<file path="src/shared/scpd_pkg.sv">
// constants and types shared by the stepper configuration pin decoder
// ----------------------------------------------------------------------------
// Summary of operation
// microstep pins hi/lo: 00 gives 8, 01 gives 32, 10 gives 64, 11 gives 16
// power-down pin low enables standstill current reduction, high disables it
// serial host sets pin power-down override and programs standstill current level
// in serial mode register configuration overrides the strap pin settings; code uses register microstep and chopper only with mstep_reg_sel_r set
// chopper pin low selects quiet chopper with optional auto switch, high chopper_select_pin
// standby pin high disables regulator and switches off all internal units
// leaving standby returns every driver register to its power-up default
// host stops motor before standby and holds disable and reference low
// host keeps io supply active during standby, may lower it to 1.5V
// serial link shares one line; each side releases it when not sending
// every serial transfer carries a crc; receiver rejects corrupted commands
// device detects host baud rate automatically from the incoming transfer
// serial node address bit 0 from low select pin, bit 1 from high pin
// serial line idles high so pin power-down cannot work between transfers
// driver disable high floats motor outputs and clears latched diagnostic error
// every configuration and standby pin passes a synchroniser before use
// ----------------------------------------------------------------------------
package scpd_pkg;
    localparam int unsigned SYNC_STAGES = 3;
    localparam logic [7:0] MSTEP_8 = 8'h08;
    localparam logic [7:0] MSTEP_16 = 8'h10;
    localparam logic [7:0] MSTEP_32 = 8'h20;
    localparam logic [7:0] MSTEP_64 = 8'h40;
    localparam logic [1:0] RST_MSTEP_SEL = 2'h0;
    localparam logic RST_CHOPPER_CHOPPER_SELECT_PIN = 1'b0;
    localparam logic RST_PDN_DISABLE = 1'b0;
    localparam logic RST_MSTEP_REG_SEL = 1'b0;
    localparam logic [4:0] RST_STANDSTILL_LEVEL = 5'h10;
    localparam logic [4:0] RST_RUN_LEVEL = 5'h1f;

    typedef enum logic [1:0] {
        SCPD_ACTIVE = 2'b00,
        SCPD_STANDBY = 2'b01,
        SCPD_WAKE = 2'b11
    } scpd_pwr_type;

    // decodes a two-bit select into a microstep count
    function automatic logic [7:0] scpd_mstep(input logic [1:0] sel);
        logic [7:0] res;
        res = MSTEP_8;
        case (sel)
            2'b00: res = MSTEP_8;
            2'b01: res = MSTEP_32;
            2'b10: res = MSTEP_64;
            default: res = MSTEP_16;
        endcase
        return res;
    endfunction : scpd_mstep
endpackage : scpd_pkg

</file>
<file path="src/shared/scpd_pin_if.sv">
// raw and synchronised strap pin group
`timescale 1ns/10ps
interface scpd_pin_if;
    logic [5:0] raw;
    logic [5:0] sync;
    logic [5:0] changed;
    modport src (output raw, input sync, input changed);
    modport sink (input raw, output sync, output changed);
endinterface : scpd_pin_if

</file>
<file path="src/rtl/scpd_sync.sv">
// three-stage synchroniser for the strap pins
`timescale 1ns/10ps
module scpd_sync (
    input wire logic i_ref_clk,
    input wire logic i_sys_rst,
    scpd_pin_if.sink pins
);
    logic [5:0] s1_r;
    logic [5:0] s2_r;
    logic [5:0] s3_r;
    logic [5:0] val_r;

    // s1 feeds s2 only; a change counts once s2 and s3 agree
    always_ff @(posedge i_ref_clk) begin
        if (i_sys_rst) begin
            s1_r <= 6'h00;
            s2_r <= 6'h00;
            s3_r <= 6'h00;
        end else begin
            s1_r <= pins.raw;
            s2_r <= s1_r;
            s3_r <= s2_r;
        end
    end

    always_ff @(posedge i_ref_clk) begin
        if (i_sys_rst) begin
            val_r <= 6'h00;
        end else begin
            val_r <= (s2_r & s3_r) | (val_r & (s2_r | s3_r));
        end
    end

    assign pins.sync = val_r;
    assign pins.changed = val_r ^ ((s2_r & s3_r) | (val_r & (s2_r | s3_r)));
endmodule : scpd_sync

</file>
<file path="src/rtl/scpd_top.sv">
// strap pin decoding, serial override, standby and driver enable control
`timescale 1ns/10ps
module scpd_top (
    input wire logic i_ref_clk,
    input wire logic i_sys_rst,
    input wire logic i_microstep_select_lo,
    input wire logic i_microstep_select_hi,
    input wire logic i_chopper_select_pin,
    input wire logic i_pdn_serial_pin,
    input wire logic i_standby_pin,
    input wire logic i_driver_disable_n,
    input wire logic i_serial_mode,
    input wire logic i_cfg_wr,
    input wire logic i_cfg_pdn_disable,
    input wire logic i_cfg_mstep_reg_sel,
    input wire logic [1:0] i_cfg_mstep,
    input wire logic i_cfg_chopper_chopper_select_pin,
    input wire logic [4:0] i_cfg_standstill_level,
    input wire logic i_otp_auto_switch,
    input wire logic i_speed_above_thresh,
    input wire logic i_error_event,
    input wire logic i_crc_ok,
    input wire logic i_frame_done,
    output logic [7:0] o_microsteps,
    output logic o_standstill_reduce,
    output logic o_chopper_select_pin_active,
    output logic o_auto_switch_en,
    output logic o_standby,
    output logic o_regulator_en,
    output logic o_power_stage_en,
    output logic o_diagnostic_output,
    output logic [1:0] o_bus_node_address,
    output logic o_cmd_accept,
    output logic o_cfg_pdn_disable,
    output logic [4:0] o_standstill_current_level,
    output logic [7:0] o_write_count
);
    // --------------------------------------------------------------------
    // synchronised pins
    // --------------------------------------------------------------------
    scpd_pin_if pin_bus ();
    assign pin_bus.raw = {i_driver_disable_n, i_standby_pin, i_pdn_serial_pin,
                          i_chopper_select_pin, i_microstep_select_hi, i_microstep_select_lo};

    scpd_sync u_sync (
        .i_ref_clk(i_ref_clk),
        .i_sys_rst(i_sys_rst),
        .pins(pin_bus)
    );

    logic [1:0] pin_mstep;
    logic pin_chopper_select_pin;
    logic pin_pdn;
    logic pin_stby;
    logic pin_disable;
    assign pin_mstep = pin_bus.sync[1:0];
    assign pin_chopper_select_pin = pin_bus.sync[2];
    assign pin_pdn = pin_bus.sync[3];
    assign pin_stby = pin_bus.sync[4];
    assign pin_disable = pin_bus.sync[5];

    // --------------------------------------------------------------------
    // standby sequencing
    // --------------------------------------------------------------------
    scpd_pkg::scpd_pwr_type pwr_r;
    scpd_pkg::scpd_pwr_type pwr_nxt;

    always_comb begin
        pwr_nxt = pwr_r;
        case (pwr_r)
            scpd_pkg::SCPD_ACTIVE: begin
                if (pin_stby) begin
                    pwr_nxt = scpd_pkg::SCPD_STANDBY;
                end
            end
            scpd_pkg::SCPD_STANDBY: begin
                if (!pin_stby) begin
                    pwr_nxt = scpd_pkg::SCPD_WAKE;
                end
            end
            scpd_pkg::SCPD_WAKE: begin
                pwr_nxt = scpd_pkg::SCPD_ACTIVE;
            end
            default: begin
                pwr_nxt = scpd_pkg::SCPD_ACTIVE;
            end
        endcase
    end

    always_ff @(posedge i_ref_clk) begin
        if (i_sys_rst) begin
            pwr_r <= scpd_pkg::SCPD_ACTIVE;
        end else begin
            pwr_r <= pwr_nxt;
        end
    end

    logic regs_clear;
    logic units_on;
    // registers are held at defaults through standby and the wake cycle
    assign regs_clear = (pwr_r != scpd_pkg::SCPD_ACTIVE);
    assign units_on = (pwr_r == scpd_pkg::SCPD_ACTIVE);

    // --------------------------------------------------------------------
    // driver configuration registers
    // --------------------------------------------------------------------
    logic pdn_disable_r;
    logic mstep_reg_sel_r;
    logic [1:0] mstep_r;
    logic chopper_select_pin_r;
    logic [4:0] standstill_r;
    logic [7:0] wcount_r;
    logic accept;

    // only crc-checked frames write; a corrupted frame changes nothing
    // frame strobes come from the line decoder, which locks to the host's bit rate per frame
    assign accept = i_serial_mode && i_frame_done && i_crc_ok && units_on;

    always_ff @(posedge i_ref_clk) begin
        if (i_sys_rst || regs_clear) begin
            pdn_disable_r <= scpd_pkg::RST_PDN_DISABLE;
            mstep_reg_sel_r <= scpd_pkg::RST_MSTEP_REG_SEL;
            mstep_r <= scpd_pkg::RST_MSTEP_SEL;
            chopper_select_pin_r <= scpd_pkg::RST_CHOPPER_CHOPPER_SELECT_PIN;
            standstill_r <= scpd_pkg::RST_STANDSTILL_LEVEL;
        end else if (accept && i_cfg_wr) begin
            pdn_disable_r <= i_cfg_pdn_disable;
            mstep_reg_sel_r <= i_cfg_mstep_reg_sel;
            mstep_r <= i_cfg_mstep;
            chopper_select_pin_r <= i_cfg_chopper_chopper_select_pin;
            standstill_r <= i_cfg_standstill_level;
        end
    end

    always_ff @(posedge i_ref_clk) begin
        if (i_sys_rst || regs_clear) begin
            wcount_r <= 8'h00;
        end else if (accept && i_cfg_wr) begin
            wcount_r <= wcount_r + 8'h01;
        end
    end

    // --------------------------------------------------------------------
    // decoded settings
    // --------------------------------------------------------------------
    logic [1:0] mstep_sel;
    logic pdn_pin_active;
    logic chopper_select_pin_sel;
    // register selection only honoured in serial mode; strap pins otherwise
    assign mstep_sel = (i_serial_mode && mstep_reg_sel_r) ? mstep_r : pin_mstep;
    // in serial mode the pin carries data, so its level is never a power-down command
    assign pdn_pin_active = !i_serial_mode && !pdn_disable_r;
    assign chopper_select_pin_sel = (i_serial_mode && mstep_reg_sel_r) ? chopper_select_pin_r : pin_chopper_select_pin;

    logic [7:0] microsteps_r;
    logic reduce_r;
    logic chopper_select_pin_act_r;
    logic auto_r;
    logic [1:0] addr_r;

    always_ff @(posedge i_ref_clk) begin
        if (i_sys_rst) begin
            microsteps_r <= scpd_pkg::MSTEP_8;
            addr_r <= 2'h0;
        end else begin
            microsteps_r <= scpd_pkg::scpd_mstep(mstep_sel);
            addr_r <= pin_mstep;
        end
    end

    always_ff @(posedge i_ref_clk) begin
        if (i_sys_rst) begin
            reduce_r <= 1'b1;
        end else if (pdn_pin_active) begin
            reduce_r <= !pin_pdn;
        end else begin
            reduce_r <= (standstill_r != scpd_pkg::RST_RUN_LEVEL);
        end
    end

    always_ff @(posedge i_ref_clk) begin
        if (i_sys_rst) begin
            chopper_select_pin_act_r <= 1'b0;
            auto_r <= 1'b0;
        end else begin
            auto_r <= !chopper_select_pin_sel && i_otp_auto_switch;
            chopper_select_pin_act_r <= chopper_select_pin_sel || (i_otp_auto_switch && i_speed_above_thresh);
        end
    end

    // --------------------------------------------------------------------
    // driver enable and diagnostic latch
    // --------------------------------------------------------------------
    logic diagnostic_output_r;
    logic stage_r;

    // the clear wins here: a disabled stage can report no live fault
    always_ff @(posedge i_ref_clk) begin
        if (i_sys_rst || regs_clear) begin
            diagnostic_output_r <= 1'b0;
        end else if (pin_disable) begin
            diagnostic_output_r <= 1'b0;
        end else if (i_error_event) begin
            diagnostic_output_r <= 1'b1;
        end
    end

    always_ff @(posedge i_ref_clk) begin
        if (i_sys_rst) begin
            stage_r <= 1'b0;
        end else begin
            // next power state, so the stage drops on the same edge that enters standby
            stage_r <= !pin_disable && (pwr_nxt == scpd_pkg::SCPD_ACTIVE);
        end
    end

    assign o_microsteps = microsteps_r;
    assign o_standstill_reduce = reduce_r;
    assign o_chopper_select_pin_active = chopper_select_pin_act_r;
    assign o_auto_switch_en = auto_r;
    assign o_standby = !units_on;
    assign o_regulator_en = units_on;
    assign o_power_stage_en = stage_r;
    assign o_diagnostic_output = diagnostic_output_r;
    assign o_bus_node_address = addr_r;
    assign o_cmd_accept = accept;
    assign o_cfg_pdn_disable = pdn_disable_r;
    assign o_standstill_current_level = standstill_r;
    assign o_write_count = wcount_r;
endmodule : scpd_top

</file>
<file path="config.mk">
export PLATFORM = sky130hd
export DESIGN_NAME = scpd_top
export DESIGN_NICKNAME = d
export VERILOG_FILES = /design/src/shared/scpd_pkg.sv /design/src/shared/scpd_pin_if.sv /design/src/rtl/scpd_sync.sv /design/src/rtl/scpd_top.sv
export SDC_FILE = /design/constraint.sdc
export NUM_CORES = 1
export LEC_CHECK = 0
export ABC_AREA = 1
export BUFFER_PORTS_ARGS = -buffer_cell sky130_fd_sc_hd__buf_2
export CAP_MARGIN = 30
export CORE_ASPECT_RATIO = 0.5
export CORE_MARGIN = 10
export CORE_UTILIZATION = 45
export DETAILED_ROUTE_END_ITERATION = 7
export PLACE_DENSITY = 0.82
export SYNTH_ARGS = -nofsm -noshare
export SYNTH_HDL_FRONTEND = slang
export SYNTH_SLANG_ARGS = --single-unit
export TNS_END_PERCENT = 30
</file>
<file path="constraint.sdc">
create_clock -name i_ref_clk -period 1.1 [get_ports i_ref_clk]
set_clock_uncertainty 0.1 [all_clocks]
set_input_delay 0.055 -clock i_ref_clk [delete_from_list [all_inputs] [get_ports i_ref_clk]]
set_output_delay 0.055 -clock i_ref_clk [all_outputs]
set_load 0.01 [all_outputs]
</file>
==> impl_metrics.py <==
metrics = {
    "yosys": {
        "synth_compound_area_frac": 0.0930,
        "synth.area.mux_share": 0,
        "synth-warning-count": 0,
        "synth-simple-area-share": 0.221,
        "synth_edf_count": 0,
        "ys_ff_latch": 55,
        "synth_common_cells": "dfxtp_1, nand2_1, nor2_1",
        "synth.largest_area_cell": "dfxtp_1",
        "async_flop_share": 0,
        "synth_flop_cell": "dfxtp_1",
        "synth_xor_area_frac": 0.00446,
        "synth_area_leaders": "dfxtp_1, nand2_1, nor2_1",
        "synth_most_common_cell": "dfxtp_1",
        "synthCells": 246,
        "synth_cell_types": 25,
        "yosys.area.top_type_share": 0.561,
        "syn_area_per_cell_um2": 7.99,
        "synth_fa_ha_area_frac": 0.00637,
        "ys_seq_area_frac": 0.561,
        "netlist_area_mm2": 0.00196,
        "synth_top_family_by_area": "simple AND/OR/NAND/NOR gates",
    },
    "layout": {
        "final_cells": 387,
        "fill_cells": 296,
        "drive_gt1_frac": 0.327,
        "antenna_cells": 0,
        "final_nets": 358,
        "area_growth_pct": 42.9,
    },
    "worst_setup_path": {
        "rr_worst_depth": 7,
        "rr_startpoint": "pwr_r[1]",
        "cp-start-kind": "flip-flop",
        "crit_path_end_kind": "primary output",
        "critPathCapture": "o_cmd_accept",
        "worst_ep_required_time_ns": 0.94,
        "worstSetupStartpoint": "pwr_r[1]",
        "arrival_ns": 1.18,
        "reg2reg_setup_slack_ns": -0.18,
        "critPathKind": "reg2out",
        "critPathMaxFanout": 4,
        "reg2reg_to": "o_write_count[7]",
    },
    "power": {
        "clkPwrFrac": 0.343,
        "internal_power_mw": 2.67,
        "switching_share": 0.257,
        "power_density_mw_per_mm2": 1280,
        "switchingPower_uw": 923,
        "seqPwrFrac": 0.573,
        "ir_drop_uv": 548,
        "leakage_nw": 1.28,
        "comb_power_share": 0.084,
    },
    "clock_tree": {
        "htree_num_levels": 2,
        "clk_latency_ns": 0.32,
        "clk_pin_slew_worst_paths_ns": 0.10,
        "cts.sinks": 55,
        "cts_buffers": 5,
        "cts_tree": "done",
        "cts_root_buffer": "clkbuf_8",
        "clockBufferDepth": 2,
    },
    "routing": {
        "vias_per_cell": 4.71,
        "route.detailed.drc": 0,
        "via_count": 1821,
        "routed.top_layer": "met4",
        "routedWlPerCell_um": 14.2,
        "route.met2.wl_um": 2870,
        "wl_met1_um": 2170,
        "dr_wl_met3_um": 303,
        "routed_wl_um": 5500,
        "drt_iter0_drc": 119,
        "ant_nets": 0,
        "dr.pass1.iters": 4,
    },
    "grt": {
        "antenna_found_initial": 0,
        "grt-ovfl-total": 0,
        "grt_pass1_vias": 1785,
        "grt_pass1_wl_um": 8070,
        "grt_use_total": 0.131,
        "grt_max_degree": 24,
    },
    "min_path": {
        "worst_hold_path_type": "in2reg",
        "min-delay-start": "i_sys_rst",
    },
    "placement": {
        "place_congestion": 0.801,
        "dp_slack_ns": -0.173,
        "dp.cells": 358,
        "io_buffers": 52,
        "dp_hpwl_um": 3370,
    },
    "timing": {
        "rsz0062_at_grt": "true",
        "fin_crit_sh": 1.21,
        "hold_viol": 0,
        "min_period_ns": 1.34,
        "fin_ws_ns": -0.235,
        "fmax_ghz": 0.749,
        "setup_viol": 23,
        "holdWs_ns": 0.0569,
        "slew_viol_final": 0,
    },
    "die": {
        "die-height_um": 66.7,
        "fp.coreArea_mm2": 0.00404,
        "ios": 57,
        "dieArea_mm2": 0.00757,
        "row_count": 16,
        "initial_core_util": 0.486,
        "chipWidth_um": 113,
    },
    "run": {
        "cap_violations": 0,
    },
    "run_status": {
        "violations": "negative setup slack",
        "status": "finished, violations left",
    },
}
-- per-layer routing --
| layer | track usage | vias up |
|---|---|---|
| li1 | - | 911 |
| met1 | 0.130 | 837 |
| met2 | 0.251 | 57 |
| met3 | 0.0402 | 16 |
| met4 | 0.0629 | 0 |
| met5 | 0 | - |
-- what timing repair did --
item	CTS	global route
hold endpoints to repair	20	0
endpoints found under the setup margin	25	28
gates cloned	0	0
hold buffers	20	0
resized for setup	7	35
pin swaps	0	6
setup buffers	0	1
-- cell type report --
cell class              count  area (µm²)  share of cell area
inverters                  39         156              0.0557
clock inverters             3        31.3              0.0111
multi-input cells         144         754               0.269
flip-flops and latches     55        1110               0.397
well taps                  54        67.6              0.0241
clock buffers               5        68.8              0.0245
repair buffers             87         613               0.218
-- worst max-delay path, stage by stage, from the launching register on --
cell and delay, ns:
dfxtp_2 0.35, nor2_4 0.16, buf_6 0.14, nand2_4 0.05, inv_2 0.06, buf_6 0.09
-- metrics by stage --
stage / power, mW / TNS [ns] / util / area (µm²)
after floorplan: 2.23 / -0.640 / - / 1990
after global placement: 2.31 / -0.996 / 0.583 / 2360
after detailed placement: 2.32 / -1.97 / 0.583 / 2360
after CTS: 3.56 / -2.19 / 0.661 / 2670
after global routing: 3.72 / -3.94 / 0.694 / 2810
final: 3.59 / -2.69 / 0.694 / 2810
-- cells by family (layout without fill, tap and decap cells) --
logic type               Yosys count  after routing
AND/OR/NAND/NOR                  105            105
adder cells (fa/ha/maj)            1              1
flip-flops                        55             55
XOR/XNOR                           1              1
AO/OA/AOI/OAI                     33             33
buffers and inverters             50            134
other                              1              4
-- state kept, by name, summed over array words and instances, names as in the netlist, 2 cells and up --
name / flops
mstep_r: 2
o_bus_node_address: 2
o_microsteps: 4
o_standstill_current_level: 5
o_write_count: 8
pwr_r: 2
u_sync.pins.sync: 6
u_sync.s1_r: 6
u_sync.s2_r: 6
u_sync.s3_r: 6
-- cell usage in the layout, fill, tap and decap left out --
| cell type | Yosys | layout |
|---|---|---|
| buf_12 | 0 | 1 |
| o21ai_0 | 7 | 4 |
| nor3_1 | 5 | 4 |
| nand2_1 | 49 | 43 |
| nand2_2 | 0 | 3 |
| nor2_4 | 2 | 4 |
| buf_2 | 3 | 50 |
| nand2_4 | 0 | 3 |
| inv_8 | 0 | 3 |
| buf_4 | 4 | 10 |
| o21ai_2 | 2 | 5 |
| buf_6 | 2 | 6 |
| dlygate4sd3_1 | 0 | 20 |
| nand3_4 | 0 | 1 |
| ha_4 | 0 | 1 |
| dfxtp_1 | 55 | 48 |
| a21oi_1 | 20 | 18 |
| nand3_1 | 4 | 3 |
| clkbuf_8 | 0 | 5 |
| dfxtp_2 | 0 | 5 |
| xor2_2 | 0 | 1 |
| inv_1 | 37 | 36 |
| o22ai_1 | 1 | 1 |
| nand3_2 | 1 | 1 |
| inv_4 | 0 | 1 |
| a211oi_1 | 2 | 2 |
| nor2_1 | 41 | 39 |
| dfxtp_4 | 0 | 2 |
| conb_1 | 1 | 4 |
| nor3_2 | 0 | 1 |
| a21oi_2 | 0 | 2 |
| o311ai_0 | 1 | 1 |
| nor2_2 | 2 | 2 |
| clkinv_4 | 0 | 1 |
| inv_2 | 1 | 1 |
| nor4_1 | 1 | 1 |
-- worst min path at each step --
stage,endpoint,depth (start not counted)
final,o_diagnostic_output,4
after CTS,o_microsteps[3],4
after global routing,o_diagnostic_output,4
after detailed placement,o_standstill_current_level[4],3
after global placement,o_standstill_current_level[4],3
after floorplan,u_sync.s1_r[0],2
-- power by group through the flow --
stage	clock [mW]	sequential [mW]	combinational (mW)
2_1_floorplan	0	2.11	0.115
3_3_place_gp	0	2.10	0.209
3_5_place_dp	0	2.11	0.215
4_1_cts	1.22	2.06	0.274
5_1_grt	1.33	2.06	0.331
6_report	1.23	2.06	0.303
No activity file was read; power rests on OpenSTA's default activity.
